[config.mk]
export PLATFORM = sky130hd
export DESIGN_NAME = uart_line_modem_status_control
export DESIGN_NICKNAME = d
export VERILOG_FILES = /design/src/hdl/uart_lms_pkg.sv /design/src/hdl/pin_sync.sv /design/src/hdl/baud_prescaler.sv /design/src/hdl/uart_line_modem_status_control.sv
export SDC_FILE = /design/constraint.sdc
export NUM_CORES = 1
export LEC_CHECK = 0
export BUFFER_PORTS_ARGS = -buffer_cell sky130_fd_sc_hd__buf_2
export CORE_MARGIN = 2
export CORE_UTILIZATION = 52
export DETAILED_ROUTE_END_ITERATION = 10
export GPL_TIMING_DRIVEN = 0
export PLACE_DENSITY = 0.9
export SETUP_SLACK_MARGIN = 0.3
export SYNTH_ARGS = -nofsm -noshare
export SYNTH_HDL_FRONTEND = slang
export SYNTH_SLANG_ARGS = --single-unit
export TNS_END_PERCENT = 1
[constraint.sdc]
create_clock -name clk_sys -period 2.43 [get_ports clk_sys]
set_input_delay 0.486 -clock clk_sys [delete_from_list [all_inputs] [get_ports clk_sys]]
set_output_delay 0.486 -clock clk_sys [all_outputs]
set_load 0.02 [all_outputs]
[src/hdl/uart_lms_pkg.sv]
// Constants shared by the UART line and modem status block and its helpers.
// Assumes an AXI4-Lite master with 32-bit data and byte addressing.
package uart_lms_pkg;
  // ---------------------------------------------------------------
  // Bus
  // ---------------------------------------------------------------
  localparam int          ADDR_W        = 8;
  localparam logic [1:0]  RESP_OKAY     = 2'h0;
  localparam logic [1:0]  RESP_SLVERR   = 2'h2;
  localparam logic [7:0]  OFS_MODEM_CTL = 8'h00;
  localparam logic [7:0]  OFS_LINE_STAT = 8'h04;
  localparam logic [7:0]  OFS_MODEM_ST  = 8'h08;
  localparam logic [7:0]  OFS_SCRATCH   = 8'h0c;
  localparam logic [7:0]  OFS_INT_EN    = 8'h10;
  localparam logic [7:0]  OFS_FEAT_CTL  = 8'h14;
  localparam logic [7:0]  OFS_ENH_FEAT  = 8'h18;
  // ---------------------------------------------------------------
  // Reset values
  // ---------------------------------------------------------------
  localparam logic [7:0]  RST_MODEM_CTL = 8'h00;
  localparam logic [7:0]  RST_SCRATCH   = 8'hff;
  localparam logic [7:0]  RST_ZERO      = 8'h00;
  // ---------------------------------------------------------------
  // Field positions
  // ---------------------------------------------------------------
  localparam int MCR_DTR       = 0;
  localparam int MCR_RTS       = 1;
  localparam int MCR_OUT1      = 2;
  localparam int MCR_OUT2      = 3;
  localparam int MCR_LOOP      = 4;
  localparam int MCR_XON_ANY   = 5;
  localparam int MCR_IR        = 6;
  localparam int MCR_PRESCALE  = 7;
  localparam int IER_LINE      = 2;
  localparam int IER_MODEM     = 3;
  localparam int FEATURE_CONTROL_REG_SWAP     = 6;
  localparam int EFR_AUTO_CTS  = 7;
  localparam int EFR_SWFC_HI   = 3;
  localparam int EFR_SWFC_LO   = 0;
  localparam int ENHANCED_MODE_SELECT_CNT_HI   = 1;
  localparam int ENHANCED_MODE_SELECT_CNT_LO   = 0;
  // ---------------------------------------------------------------
  // Level counter source
  // ---------------------------------------------------------------
  localparam logic [1:0]  CNT_RX_A      = 2'h0;
  localparam logic [1:0]  CNT_TX        = 2'h1;
  localparam logic [1:0]  CNT_RX_B      = 2'h2;
  localparam logic [1:0]  CNT_ALT       = 2'h3;
  // ---------------------------------------------------------------
  // Timing
  // ---------------------------------------------------------------
  localparam logic [3:0]  FRAME_BITS    = 4'ha;
  localparam logic [1:0]  PRESCALE_LAST = 2'h3;
endpackage

[src/hdl/pin_sync.sv]
// Two-stage synchroniser for a group of pin levels.
// Assumes the inputs are asynchronous to clk_sys.
`timescale 1ns/1ps
`default_nettype none
module pin_sync #(
  parameter int W = 1
) (
  input  wire logic         clk_sys,
  input  wire logic         nrst,
  input  wire logic [W-1:0] d,
  input  wire logic [W-1:0] rst_val,
  output logic      [W-1:0] q
);
  logic [W-1:0] stage1;

  // Stage one feeds stage two only
  always_ff @(posedge clk_sys) begin
    if (!nrst) begin
      stage1 <= rst_val;
      q      <= rst_val;
    end else begin
      stage1 <= d;
      q      <= stage1;
    end
  end
endmodule // pin_sync
`default_nettype wire

[src/hdl/baud_prescaler.sv]
// Reference tick for the baud generator: every clock, or one in four.
// Assumes sel comes from a register on clk_sys.
`timescale 1ns/1ps
`default_nettype none
module baud_prescaler (
  input  wire logic clk_sys,
  input  wire logic nrst,
  input  wire logic sel,
  output logic      tick
);
  logic [1:0] cnt;

  always_ff @(posedge clk_sys) begin
    if (!nrst) begin
      cnt  <= 2'h0;
      tick <= 1'b0;
    end else begin
      cnt  <= cnt + 2'h1;
      tick <= !sel || (cnt == uart_lms_pkg::PRESCALE_LAST);
    end
  end
endmodule // baud_prescaler
`default_nettype wire

[src/hdl/uart_line_modem_status_control.sv]
// Per-channel UART line status, modem status and upper modem control logic.
// Assumes the FIFOs, shifters, baud divider and IR codec live outside and
// run on clk_sys; modem pins are asynchronous and are synchronised here.
`timescale 1ns/1ps
`default_nettype none
module uart_line_modem_status_control (
  input  wire logic                            clk_sys,
  input  wire logic                            nrst,
  // AXI4-Lite slave
  input  wire logic [uart_lms_pkg::ADDR_W-1:0] s_axi_awaddr,
  input  wire logic                            s_axi_awvalid,
  output logic                                 s_axi_awready,
  input  wire logic [31:0]                     s_axi_wdata,
  input  wire logic [3:0]                      s_axi_wstrb,
  input  wire logic                            s_axi_wvalid,
  output logic                                 s_axi_wready,
  output logic [1:0]                           s_axi_bresp,
  output logic                                 s_axi_bvalid,
  input  wire logic                            s_axi_bready,
  input  wire logic [uart_lms_pkg::ADDR_W-1:0] s_axi_araddr,
  input  wire logic                            s_axi_arvalid,
  output logic                                 s_axi_arready,
  output logic [31:0]                          s_axi_rdata,
  output logic [1:0]                           s_axi_rresp,
  output logic                                 s_axi_rvalid,
  input  wire logic                            s_axi_rready,
  // Modem and serial pins
  input  wire logic                            rx_pin,
  input  wire logic                            cts_n,
  input  wire logic                            dsr_n,
  input  wire logic                            ring_indicator_n,
  input  wire logic                            carrier_detect_n,
  output logic                                 tx_pin,
  // Receive datapath
  input  wire logic                            rx_bit_tick,
  input  wire logic                            rx_char_done,
  input  wire logic                            rx_char_is_flow,
  input  wire logic                            rx_fifo_full,
  input  wire logic                            rx_fifo_empty,
  input  wire logic [7:0]                      rx_fifo_count,
  input  wire logic                            rx_head_parity_err,
  input  wire logic                            rx_head_framing_err,
  input  wire logic                            rx_head_break,
  input  wire logic                            rx_fifo_err_any,
  input  wire logic                            ir_rx_decoded,
  output logic                                 rx_line,
  output logic                                 rx_fifo_push,
  output logic                                 rx_push_break,
  // Transmit datapath
  input  wire logic                            tx_serial_raw,
  input  wire logic                            ir_tx_encoded,
  input  wire logic                            tx_fifo_empty,
  input  wire logic                            tx_shift_empty,
  input  wire logic                            tx_char_done,
  input  wire logic [7:0]                      tx_fifo_count,
  output logic                                 tx_resume_sw,
  output logic                                 tx_allowed,
  output logic                                 ir_enable,
  output logic                                 baud_ref_tick,
  output logic [3:0]                           modem_ctrl_low,
  // Interrupt requests
  output logic                                 line_status_irq,
  output logic                                 modem_status_irq
);
  // ---------------------------------------------------------------
  // Registers and state
  // ---------------------------------------------------------------
  logic [7:0] modem_line_control;
  logic [7:0] scratch_store;
  logic [7:0] enhanced_mode_select;
  logic [7:0] interrupt_enable_reg;
  logic [7:0] feature_control_reg;
  logic [7:0] enhanced_feature_reg;
  logic       overrun;
  logic [3:0] delta;
  logic [3:0] prev_level;
  logic       alt_tx_next;
  logic       brk_active;
  logic [3:0] brk_cnt;
  logic       break_push;

  logic       aw_held;
  logic       w_held;
  logic [7:0] aw_addr;
  logic [7:0] w_byte;
  logic       w_lane0;
  logic       do_write;
  logic       do_read;

  logic [3:0] pins_s;
  logic       rx_s;
  logic [3:0] msr_level;
  logic [7:0] line_status;
  logic [7:0] modem_input_status;
  logic [7:0] fifo_level_readback;
  logic       sw_flow_active;
  logic       swap;
  logic       loop_en;
  logic       rx_src;
  logic       rd_line;
  logic       rd_modem;
  logic       rd_level;
  logic [7:0] rd_byte;
  logic       rd_hit;

  assign swap    = feature_control_reg[uart_lms_pkg::FEATURE_CONTROL_REG_SWAP];
  assign loop_en = modem_line_control[uart_lms_pkg::MCR_LOOP];

  // ---------------------------------------------------------------
  // Pin synchronisers and baud prescaler
  // ---------------------------------------------------------------
  pin_sync #(.W(5)) u_sync (
    .clk_sys (clk_sys),
    .nrst    (nrst),
    .d       ({rx_pin, carrier_detect_n, ring_indicator_n, dsr_n, cts_n}),
    .rst_val (5'h1f),
    .q       ({rx_s, pins_s})
  );

  baud_prescaler u_presc (
    .clk_sys (clk_sys),
    .nrst    (nrst),
    .sel     (modem_line_control[uart_lms_pkg::MCR_PRESCALE]),
    .tick    (baud_ref_tick)
  );

  // ---------------------------------------------------------------
  // AXI4-Lite write channel
  // ---------------------------------------------------------------
  // Address and data are taken in either order and held until both are in
  assign s_axi_awready = !aw_held && !s_axi_bvalid;
  assign s_axi_wready  = !w_held && !s_axi_bvalid;
  assign do_write      = aw_held && w_held && !s_axi_bvalid;

  always_ff @(posedge clk_sys) begin
    if (!nrst) begin
      aw_held      <= 1'b0;
      w_held       <= 1'b0;
      aw_addr      <= uart_lms_pkg::RST_ZERO;
      w_byte       <= uart_lms_pkg::RST_ZERO;
      w_lane0      <= 1'b0;
      s_axi_bvalid <= 1'b0;
      s_axi_bresp  <= uart_lms_pkg::RESP_OKAY;
    end else begin
      if (s_axi_awvalid && s_axi_awready) begin
        aw_held <= 1'b1;
        aw_addr <= s_axi_awaddr;
      end
      if (s_axi_wvalid && s_axi_wready) begin
        w_held  <= 1'b1;
        w_byte  <= s_axi_wdata[7:0];
        w_lane0 <= s_axi_wstrb[0];
      end
      if (do_write) begin
        aw_held      <= 1'b0;
        w_held       <= 1'b0;
        s_axi_bvalid <= 1'b1;
        s_axi_bresp  <= wr_known(aw_addr) ? uart_lms_pkg::RESP_OKAY : uart_lms_pkg::RESP_SLVERR;
      end else if (s_axi_bvalid && s_axi_bready) begin
        s_axi_bvalid <= 1'b0;
      end
    end
  end

  function automatic logic wr_known(input logic [7:0] a);
    wr_known = (a == uart_lms_pkg::OFS_MODEM_CTL) || (a == uart_lms_pkg::OFS_SCRATCH) ||
               (a == uart_lms_pkg::OFS_INT_EN) || (a == uart_lms_pkg::OFS_FEAT_CTL) ||
               (a == uart_lms_pkg::OFS_ENH_FEAT);
  endfunction

  // ---------------------------------------------------------------
  // Software registers
  // ---------------------------------------------------------------
  always_ff @(posedge clk_sys) begin
    if (!nrst) begin
      modem_line_control   <= uart_lms_pkg::RST_MODEM_CTL;
      scratch_store        <= uart_lms_pkg::RST_SCRATCH;
      enhanced_mode_select <= uart_lms_pkg::RST_ZERO;
      interrupt_enable_reg <= uart_lms_pkg::RST_ZERO;
      feature_control_reg  <= uart_lms_pkg::RST_ZERO;
      enhanced_feature_reg <= uart_lms_pkg::RST_ZERO;
    end else if (do_write && w_lane0) begin
      case (aw_addr)
        uart_lms_pkg::OFS_MODEM_CTL: modem_line_control <= w_byte;
        uart_lms_pkg::OFS_SCRATCH: begin
          if (swap) begin
            enhanced_mode_select <= w_byte;
          end else begin
            scratch_store <= w_byte;
          end
        end
        uart_lms_pkg::OFS_INT_EN:   interrupt_enable_reg <= w_byte;
        uart_lms_pkg::OFS_FEAT_CTL: feature_control_reg  <= w_byte;
        uart_lms_pkg::OFS_ENH_FEAT: enhanced_feature_reg <= w_byte;
        default: ;
      endcase
    end
  end

  // ---------------------------------------------------------------
  // AXI4-Lite read channel
  // ---------------------------------------------------------------
  assign s_axi_arready = !s_axi_rvalid;
  assign do_read       = s_axi_arvalid && s_axi_arready;
  assign rd_line       = do_read && (s_axi_araddr == uart_lms_pkg::OFS_LINE_STAT);
  assign rd_modem      = do_read && (s_axi_araddr == uart_lms_pkg::OFS_MODEM_ST);
  assign rd_level      = do_read && (s_axi_araddr == uart_lms_pkg::OFS_SCRATCH) && swap;

  always_comb begin
    rd_byte = uart_lms_pkg::RST_ZERO;
    rd_hit  = 1'b1;
    case (s_axi_araddr)
      uart_lms_pkg::OFS_MODEM_CTL: rd_byte = modem_line_control;
      uart_lms_pkg::OFS_LINE_STAT: rd_byte = line_status;
      uart_lms_pkg::OFS_MODEM_ST:  rd_byte = modem_input_status;
      uart_lms_pkg::OFS_SCRATCH:   rd_byte = swap ? fifo_level_readback : scratch_store;
      uart_lms_pkg::OFS_INT_EN:    rd_byte = interrupt_enable_reg;
      uart_lms_pkg::OFS_FEAT_CTL:  rd_byte = feature_control_reg;
      uart_lms_pkg::OFS_ENH_FEAT:  rd_byte = enhanced_feature_reg;
      default:                     rd_hit  = 1'b0;
    endcase
  end

  always_ff @(posedge clk_sys) begin
    if (!nrst) begin
      s_axi_rvalid <= 1'b0;
      s_axi_rdata  <= 32'h0;
      s_axi_rresp  <= uart_lms_pkg::RESP_OKAY;
    end else if (do_read) begin
      s_axi_rvalid <= 1'b1;
      s_axi_rdata  <= {24'h0, rd_byte};
      s_axi_rresp  <= rd_hit ? uart_lms_pkg::RESP_OKAY : uart_lms_pkg::RESP_SLVERR;
    end else if (s_axi_rready) begin
      s_axi_rvalid <= 1'b0;
    end
  end

  // ---------------------------------------------------------------
  // FIFO level counter
  // ---------------------------------------------------------------
  always_comb begin
    case (enhanced_mode_select[uart_lms_pkg::ENHANCED_MODE_SELECT_CNT_HI:uart_lms_pkg::ENHANCED_MODE_SELECT_CNT_LO])
      uart_lms_pkg::CNT_TX:  fifo_level_readback = tx_fifo_count;
      uart_lms_pkg::CNT_ALT: fifo_level_readback = alt_tx_next ? tx_fifo_count : rx_fifo_count;
      default:               fifo_level_readback = rx_fifo_count;
    endcase
  end

  // Any write of the selection restarts the sequence at the receive count
  always_ff @(posedge clk_sys) begin
    if (!nrst) begin
      alt_tx_next <= 1'b0;
    end else if (do_write && w_lane0 && swap && (aw_addr == uart_lms_pkg::OFS_SCRATCH)) begin
      alt_tx_next <= 1'b0;
    end else if (rd_level &&
                 (enhanced_mode_select[uart_lms_pkg::ENHANCED_MODE_SELECT_CNT_HI:uart_lms_pkg::ENHANCED_MODE_SELECT_CNT_LO] ==
                  uart_lms_pkg::CNT_ALT)) begin
      alt_tx_next <= !alt_tx_next;
    end
  end

  // ---------------------------------------------------------------
  // Serial path routing
  // ---------------------------------------------------------------
  assign ir_enable = modem_line_control[uart_lms_pkg::MCR_IR];
  // Loopback feeds the transmit side back, IR-encoded when IR is on; in loopback the pin is held high, or low with IR on
  assign rx_src = loop_en ? (ir_enable ? ir_tx_encoded : tx_serial_raw) :
                  (ir_enable ? ir_rx_decoded : rx_s);

  always_ff @(posedge clk_sys) begin
    if (!nrst) begin
      rx_line <= 1'b1;
      tx_pin  <= 1'b1;
    end else begin
      rx_line <= rx_src;
      if (loop_en) begin
        tx_pin <= !ir_enable;
      end else begin
        tx_pin <= ir_enable ? ir_tx_encoded : tx_serial_raw;
      end
    end
  end

  // ---------------------------------------------------------------
  // Receive status
  // ---------------------------------------------------------------
  assign sw_flow_active = |enhanced_feature_reg[uart_lms_pkg::EFR_SWFC_HI:uart_lms_pkg::EFR_SWFC_LO];
  // A completed character with the FIFO full is dropped; FIFO untouched
  assign rx_fifo_push  = !rx_fifo_full &&
                         ((rx_char_done && !(sw_flow_active && rx_char_is_flow)) || break_push);
  assign rx_push_break = break_push && !rx_fifo_full;
  assign tx_resume_sw  = rx_char_done && modem_line_control[uart_lms_pkg::MCR_XON_ANY];

  // Overrun sticks until line status is read; a new event wins the clear
  always_ff @(posedge clk_sys) begin
    if (!nrst) begin
      overrun <= 1'b0;
    end else if (rx_char_done && rx_fifo_full) begin
      overrun <= 1'b1;
    end else if (rd_line) begin
      overrun <= 1'b0;
    end
  end

  // Break: count bit ticks while the line stays low; one push per break
  always_ff @(posedge clk_sys) begin
    if (!nrst) begin
      brk_cnt    <= 4'h0;
      brk_active <= 1'b0;
      break_push <= 1'b0;
    end else begin
      break_push <= 1'b0;
      if (rx_line) begin
        brk_cnt    <= 4'h0;
        brk_active <= 1'b0;
      end else if (rx_bit_tick && !brk_active) begin
        if (brk_cnt == uart_lms_pkg::FRAME_BITS - 4'h1) begin
          brk_active <= 1'b1;
          break_push <= 1'b1;
        end else begin
          brk_cnt <= brk_cnt + 4'h1;
        end
      end
    end
  end

  assign line_status = {
    rx_fifo_err_any,
    tx_fifo_empty && tx_shift_empty,
    tx_fifo_empty,
    rx_head_break || brk_active,
    rx_head_framing_err,
    rx_head_parity_err,
    overrun,
    !rx_fifo_empty
  };

  assign line_status_irq = interrupt_enable_reg[uart_lms_pkg::IER_LINE] &&
                           (overrun || rx_head_parity_err || rx_head_framing_err ||
                            rx_head_break || brk_active);

  // ---------------------------------------------------------------
  // Modem status
  // ---------------------------------------------------------------
  // Order: cts, dsr, ring, carrier
  assign msr_level = loop_en ?
    {modem_line_control[uart_lms_pkg::MCR_OUT2], modem_line_control[uart_lms_pkg::MCR_OUT1],
     modem_line_control[uart_lms_pkg::MCR_DTR], modem_line_control[uart_lms_pkg::MCR_RTS]} :
    ~pins_s;

  always_ff @(posedge clk_sys) begin
    if (!nrst) begin
      prev_level <= 4'h0;
      delta      <= 4'h0;
    end else begin
      prev_level <= msr_level;
      for (int i = 0; i < 4; i++) begin
        // Ring reports only its trailing edge: status 1 to 0 is pin 0 to 1
        if ((i == 2) ? (prev_level[i] && !msr_level[i]) : (prev_level[i] != msr_level[i])) begin
          delta[i] <= 1'b1;
        end else if (rd_modem) begin
          delta[i] <= 1'b0;
        end
      end
    end
  end

  assign modem_input_status = {msr_level, delta};
  assign modem_status_irq   = interrupt_enable_reg[uart_lms_pkg::IER_MODEM] && (|delta);
  assign modem_ctrl_low     = modem_line_control[uart_lms_pkg::MCR_OUT2:uart_lms_pkg::MCR_DTR];

  // ---------------------------------------------------------------
  // Auto CTS gating
  // ---------------------------------------------------------------
  // Decision only changes between characters so a frame is never cut short
  always_ff @(posedge clk_sys) begin
    if (!nrst) begin
      tx_allowed <= 1'b1;
    end else if (tx_shift_empty || tx_char_done) begin
      tx_allowed <= !(enhanced_feature_reg[uart_lms_pkg::EFR_AUTO_CTS] && !msr_level[0]);
    end
  end
endmodule // uart_line_modem_status_control
`default_nettype wire

==> flow_summary_export.csv, run 1 <==
group,metric,value,unit
run_status,status,"completed",
setup_path,worstSetupEndpointType,"flop",
yosys,async_flop_share,0,%
power,pwr-share-comb,12.2,%
timing,fmax,0.4350,GHz
place,dp_hpwl,10.43,mm
route,wirelength,14.06,mm
yosys,syn_avg_cell_area,9.049,um^2
power,seqPwrFrac,55.0,%
yosys,syn_inst,555,
setup_path,crit_buf_inv,3,
global_routing,grt_antenna_before_repair,0,
floorplanning,core_area,0.009284,mm^2
cells_and_area,synthToLayoutAreaGrowth,20.78,%
setup_path,critPathKind,"flop to flop",
cells_and_area,nFillCells,765,
cells_and_area,regArea,0.002105,mm^2
run,cap_violations,0,
route,wl_per_cell,17.04,um
timing,maxSlewHeadroom,48.46,%
power,swShare,27.93,%
setup_path,critPathLaunch,"aw_addr[7]",
cells_and_area,multi_input_comb_area,0.002650,mm^2
floorplanning,io-pin-count,150,
power,power.switching,0.9226,mW
global_routing,grt_pass1_vias,4214,
timing,rsz0062_at_grt,"true",
floorplanning,row_count,35,
floorplanning,fp.dieW,102.3,um
timing,setup_tns,0,ns
cts,htree_levels,3,
timing,finalHoldViolCount,0,
cells_and_area,final_cell_mix,"103 x dfxtp_1, 95 x buf_2, 69 x nand2_1, 57 x mux2i_1, 47 x nor2b_1",
place,gp_congestion,0.8936,
timing,finalCriticalPeriod,2.299,ns
yosys,synthFlopType,"dfxtp_1",
floorplanning,die_area,0.01046,mm^2
yosys,ys_seq_area_share,41.85,%
route,vias_per_cell,5.430,
setup_path,slowest_delay,0.54,ns
setup_path,path_max_fanout,8,
cts,root_buffer,"clkbuf_8",
setup_path,path_delay_family,"simple AND/OR/NAND/NOR gates",
cells_and_area,layout-drive-gt1-share,23.85,%
timing,fin_crit_sh,94.60,%
cts,cts_tree,"yes",
timing,worstMarginPinSlew,0.7731,ns
timing,setup-violations-final,0,
setup_path,worstPathRequired,2.70,ns
global_routing,grt_pass1_wl,21.31,mm
cts,ctsLongestPathBuffers,2,
route,first_pass_iters,6,
global_routing,track_usage,26.79,%
timing,skew,0.01339,ns
cells_and_area,fin_nets,789,
setup_path,reg2reg_depth,8,
setup_path,ff2ff_setup_slack,0.13,ns
setup_path,critPathSlowestCell,"or4_4",
route,dr_total_vias,4480,
yosys,ys_warn_count,0,
setup_path,r2r_start,"aw_addr[7]",
timing,drv_slew,0,
cts,numCtsBuffers,9,
yosys,synthesis.area,0.005022,mm^2
setup_path,rr_endpoint,"interrupt_enable_reg[6]",
worst_hold_path,holdPathStages,2,
yosys,synth_enable_flop_cells,0,
floorplanning,die_h,102.3,um
yosys,synth_cell_type_count,60,
route,drt-initial-drc-count,339,
route,antenna_left,0,
place,io_buffers,95,
route,drc,0,
cts,clock_sinks,105,
setup_path,critPathLaunchType,"flop",
power,p_leak,2.625,nW
setup_path,crit_arrival,2.57,ns
yosys,ys_ff_latch,105,
global_routing,grt_overflow,0,
worst_hold_path,min-delay-start,"cts_n",
worst_hold_path,whs_endpoint,"u_sync.stage1[0]",
cells_and_area,fin_cells,825,
power,power_density,544.5,mW/mm^2
power,internal_power,2.380,mW
power,irDropWorstVdd,252.3,uV
global_routing,grt_max_degree,19,
place,placedCellCount,804,
worst_hold_path,hold_path_class,"primary input to flop",
cells_and_area,final_common_cell,"dfxtp_1",
timing,timing.hold.ws,0.2719,ns
power,clockPowerShare,32.8,%
floorplanning,start_util,54.10,%
cts,insertion_delay,0.39,ns
cts,clk_pin_slew_worst_paths,0.11,ns
cts,holdBufCountCts,0,
setup_path,worstPathCellList,"or4_4 > or3_4 > buf_6 > buf_4 > nor3_4 > buf_12 > mux2i_1 > nor2b_1",
cells_and_area,antenna_cells,0,
[metrics by stage]
stage / setup WS (ns) / util [%] / power, mW / cell area [um^2]
2_1_floorplan: 0.2636 / - / 2.098 / 5116
3_3_place_gp: -0.1382 / 61.97 / 2.231 / 5753
3_5_place_dp: -0.1323 / 61.97 / 2.245 / 5753
4_1_cts: 0.1175 / 64.66 / 3.293 / 6003
5_1_grt: 0.09442 / 65.34 / 3.426 / 6066
6_report: 0.1312 / 65.34 / 3.303 / 6066
[logic make-up (layout without fill, tap and decap cells)]
family | count (synthesis) | after routing | synth area share, %
simple gates | 223 | 223 | 23.57
other cells | 1 | 26 | 0.07467
flops | 105 | 105 | 41.85
fa+ha+maj | 3 | 3 | 0.7475
mux | 61 | 61 | 12.90
buf+inv | 71 | 187 | 7.723
compound gates | 84 | 84 | 11.91
xor+xnor | 7 | 7 | 1.221
[final cells by class]
| cell class | instances | share of cell area [%] |
|---|---|---|
| multi-input cells | 404 | 43.69 |
| clock inverters | 5 | 0.7426 |
| clock buffers | 11 | 2.496 |
| inverters | 11 | 0.6807 |
| well taps | 129 | 2.661 |
| repair buffers | 100 | 9.076 |
| plain buffers | 60 | 5.961 |
| flip-flops and latches | 105 | 34.69 |
[worst reg2reg max path: stages, from the launching register on]
cell and delay (ns):
dfxtp_2 0.34, or4_4 0.54, or3_4 0.34, buf_6 0.14, buf_4 0.14, nor3_4 0.19
buf_12 0.17, mux2i_1 0.24, nor2b_1 0.08
[power by group through the flow]
| stage | combinational, mW | sequential [mW] | clock (mW) |
|---|---|---|---|
| finish | 0.404 | 1.82 | 1.08 |
| global route | 0.442 | 1.82 | 1.16 |
| CTS | 0.395 | 1.81 | 1.09 |
| detailed placement | 0.392 | 1.85 | 0 |
| global placement | 0.382 | 1.85 | 0 |
| floorplan | 0.255 | 1.84 | 0 |
[timing repair]
item / 4_1_cts / 5_1_grt
gates resized for setup: 2 / 9
setup buffers: 3 / 2
pin swaps: 3 / 5
setup endpoints to repair: 39 / 42
[worst max-delay path by stage]
stage | slack [ns] | cells past startpoint | endpoint
final | 0.13 | 8 | interrupt_enable_reg[6]
after global routing | 0.09 | 8 | interrupt_enable_reg[6]
after floorplan | 0.26 | 6 | enhanced_mode_select[0]
after global placement | -0.14 | 7 | s_axi_rdata[0]
after detailed placement | -0.13 | 6 | s_axi_rdata[7]
after CTS | 0.12 | 7 | feature_control_reg[1]
[synthesized netlist by cell type (all sizes together), types with 2 or more instances]
cell | number | area, um^2
dfxtp | 105 | 2102
nand2 | 69 | 259.0
mux2i | 58 | 580.6
nor2b | 47 | 294.0
buf | 33 | 245.2
nor2 | 31 | 116.4
clkbuf | 27 | 101.4
a21boi | 20 | 150.1
a21oi | 19 | 95.09
nand2b | 18 | 112.6
nand3 | 13 | 65.06
o21ai | 12 | 60.06
inv | 11 | 41.29
and2 | 9 | 56.31
nor3 | 8 | 62.56
nor4 | 5 | 46.29
xor2 | 5 | 43.79
a311oi | 4 | 35.03
or3 | 4 | 25.02
a211o | 3 | 26.28
a221o | 3 | 30.03
and3 | 3 | 18.77
ha | 3 | 37.54
mux4 | 3 | 67.56
nand4 | 3 | 18.77
or4 | 3 | 26.27
a2111oi | 2 | 17.52
a2bb2oi | 2 | 17.52
a311o | 2 | 20.02
nand4b | 2 | 17.52
nor3b | 2 | 15.01
o31ai | 2 | 15.01
o32a | 2 | 20.02
o41ai | 2 | 17.52
xnor2 | 2 | 17.52
[routing by layer]
layer	track usage [%]	vias up	share of wire, %
met1	35.35	2103	43
met2	44.59	215	47
met5	0	-	0
met3	5.062	32	7.5
li1	-	2130	-
met4	8.410	0	2.6
No activity file was read; power rests on OpenSTA's default activity.
==> inputs of run 2 (changes only) <==
SETUP_SLACK_MARGIN = not set   (was 0.3)
SYNTH_HIERARCHICAL = 1   (was not set)
==> run 2 against run 1 <==
- non-clock buffer count up 1
- flip-flop and latch count stayed put
- highest routed layer unchanged
- synthesized cell count increased by 7.0%
- critical path depth decreased by 4
- area after synthesis rose by 5.1%
- global-route usage down 2.3 points
==> flow_summary_export.csv, run 2 <==
group,metric,value,unit
global_routing,grt_pass1_wl,21.47,mm
cts,ctsLongestPathBuffers,2,
worst_hold_path,hold_path_class,"primary input to flop",
cts,htree_levels,3,
global_routing,grt_pass1_vias,4436,
timing,timing.hold.ws,0.3311,ns
yosys,synth_enable_flop_cells,0,
yosys,ys_ff_latch,105,
run_status,status,"completed",
global_routing,grt_max_degree,20,
cells_and_area,final_common_cell,"dfxtp_1",
timing,drv_slew,0,
cts,insertion_delay,0.38,ns
place,gp_congestion,0.9350,
floorplanning,die_area,0.01097,mm^2
yosys,synthFlopType,"dfxtp_1",
route,drc,0,
cts,holdBufCountCts,0,
cells_and_area,nFillCells,802,
power,total_power,3.372,mW
global_routing,grt_overflow,0,
yosys,synth.largest_area_cell,"dfxtp_1",
yosys,syn_inst,594,
run,cap_violations,0,
cells_and_area,final_cell_mix,"105 x dfxtp_1, 97 x buf_2, 87 x nand2_1, 38 x mux2i_1, 36 x conb_1",
timing,post-route-worst-setup-slack,0.1826,ns
route,antenna_left,0,
timing,skew,0.01712,ns
route,drt-initial-drc-count,352,
setup_path,worstSetupEndpointType,"output port",
yosys,ys_top_cells_by_area,"dfxtp_1 40%, mux2i_1 7.2%, nand2_1 6.2%, buf_4 4.3%, a21boi_0 3.7%",
cts,root_buffer,"clkbuf_8",
cells_and_area,fin_nets,832,
place,pre_cts_slack,-0.03442,ns
cells_and_area,utilization,63.57,%
floorplanning,die_h,104.7,um
route,first_pass_iters,6,
yosys,synth_top_area_share,39.84,%
setup_path,path_max_fanout,3,
place,dp_hpwl,10.76,mm
floorplanning,core_area,0.009819,mm^2
cts,numCtsBuffers,9,
timing,fmax,0.4450,GHz
cts,cts_setup_buffers,0,
route,wl_met1,5.706,mm
route,wl_met2,6.612,mm
cells_and_area,antenna_cells,0,
cts,clock_sinks,105,
setup_path,critPathLaunchType,"flop",
global_routing,grt_antenna_before_repair,0,
yosys,ys_seq_area_share,39.84,%
power,power_density,540.2,mW/mm^2
yosys,synthesis.area,0.005276,mm^2
setup_path,critPathKind,"flop to output port",
timing,worstMarginPinSlew,1.056,ns
setup_path,path_delay_family,"compound AO/OA/AOI/OAI gates",
cts,clk_pin_slew_worst_paths,0.12,ns
setup_path,slowest_delay,0.61,ns
cells_and_area,synthToLayoutAreaGrowth,18.31,%
yosys,async_flop_share,0,%
timing,maxSlewHeadroom,28.98,%
setup_path,crit_arrival,1.76,ns
cells_and_area,layout-drive-gt1-share,23.27,%
floorplanning,row_count,36,
route,top_layer,"met4",
route,wirelength,14.12,mm
global_routing,track_usage,24.48,%
yosys,yosysMostFrequentCell,"dfxtp_1",
yosys,ys_warn_count,6,
power,irDropWorstVdd,318.7,uV
power,p_leak,2.692,nW
cts,cts_tree,"yes",
place,placedCellCount,856,
cts,cts_resized,0,
yosys,synth_cell_type_count,69,
route,dr_total_vias,4861,
route,vias_per_cell,5.575,
timing,finalCriticalPeriod,2.247,ns
setup_path,worstPathCellList,"o41ai_1 > a21oi_1 > nor2_1 > buf_2",
setup_path,critPathSlowestCell,"o41ai_1",
timing,rsz0062_at_grt,"false",
timing,finalHoldViolCount,0,
setup_path,crit_buf_inv,1,
cells_and_area,fin_cells,872,
timing,setup-violations-final,0,
route,dr_wl_met3,1.322,mm
route,wl_per_cell,16.19,um
setup_path,worstPathRequired,1.94,ns
floorplanning,start_util,53.73,%
timing,fin_crit_sh,92.49,%
place,io_buffers,95,
yosys,synth_commonest_cells,"105 x dfxtp_1, 87 x nand2_1, 38 x mux2i_1",
yosys,syn_avg_cell_area,8.883,um^2
floorplanning,io-pin-count,150,
floorplanning,fp.dieW,104.7,um
-- run 2: changes by cell type after synthesis, moves of 11 or more --
| cell | delta |
|---|---|
| nand4_1 | +11 |
| o21ai_0 | +17 |
| nor2b_1 | -27 |
| mux2i_1 | -20 |
| nand2_1 | +18 |
-- run 2: logic make-up (layout without fill, tap and decap cells) --
logic type	count (synthesis)	in the layout	synth area share [%]
AND/OR/NAND/NOR	240	240	24.00
AO/OA/AOI/OAI	108	108	14.37
flip-flops	105	105	39.84
buffers and inverters	76	187	8.015
multiplexers	53	53	11.76
XOR/XNOR	7	7	1.162
adder cells (fa/ha/maj)	3	3	0.7115
other	2	36	0.1423
-- run 2: worst reg2reg max path, stage by stage, from the launching register on --
cell	delay [ns]
dfxtp_1	0.33
or4_4	0.57
or3_4	0.38
or4_4	0.49
buf_6	0.17
mux2i_1	0.17
-- run 2: report_power, final --
group / internal [mW] / total [mW] / switching (mW)
registers: 1.78 / 1.83 / 0.0487
logic: 0.193 / 0.453 / 0.260
clock network: 0.425 / 1.09 / 0.663
total: 2.40 / 3.37 / 0.971
-- run 2: final timing paths --
kind	slack, ns	cells after the start	start	end
worst max-delay path	0.18	4	enhanced_feature_reg[0]	rx_fifo_push
worst min register to register	0.43	1	u_presc/cnt[0]	u_presc/cnt[0]
worst min-delay path	0.33	2	ring_indicator_n	u_sync/stage1[2]
worst max register to register	0.24	5	aw_addr[6]	interrupt_enable_reg[7]
-- run 2: cell type report --
type                    count  area (um^2)  area share, %
clock buffers              10        137.6          2.205
multi-input cells         447         2879          46.12
flip-flops and latches    105         2102          33.67
inverters                  10        37.54         0.6013
repair buffers             95        475.5          7.617
well taps                 133        166.4          2.666
clock inverters             6        58.81         0.9421
plain buffers              66        385.4          6.174
-- run 2: metal layers --
metal	up-vias	global-route usage (%)
met4	0	10.48
met2	284	40.63
met5	-	0
met3	39	4.866
li1	2309	-
met1	2229	30.91
-- run 2: metrics by stage --
step	setup TNS, ns	instance area, um^2
floorplan	0	5404
global placement	-0.1017	6046
detailed placement	-0.1492	6046
CTS	0	6242
global route	0	6242
finish	0	6242
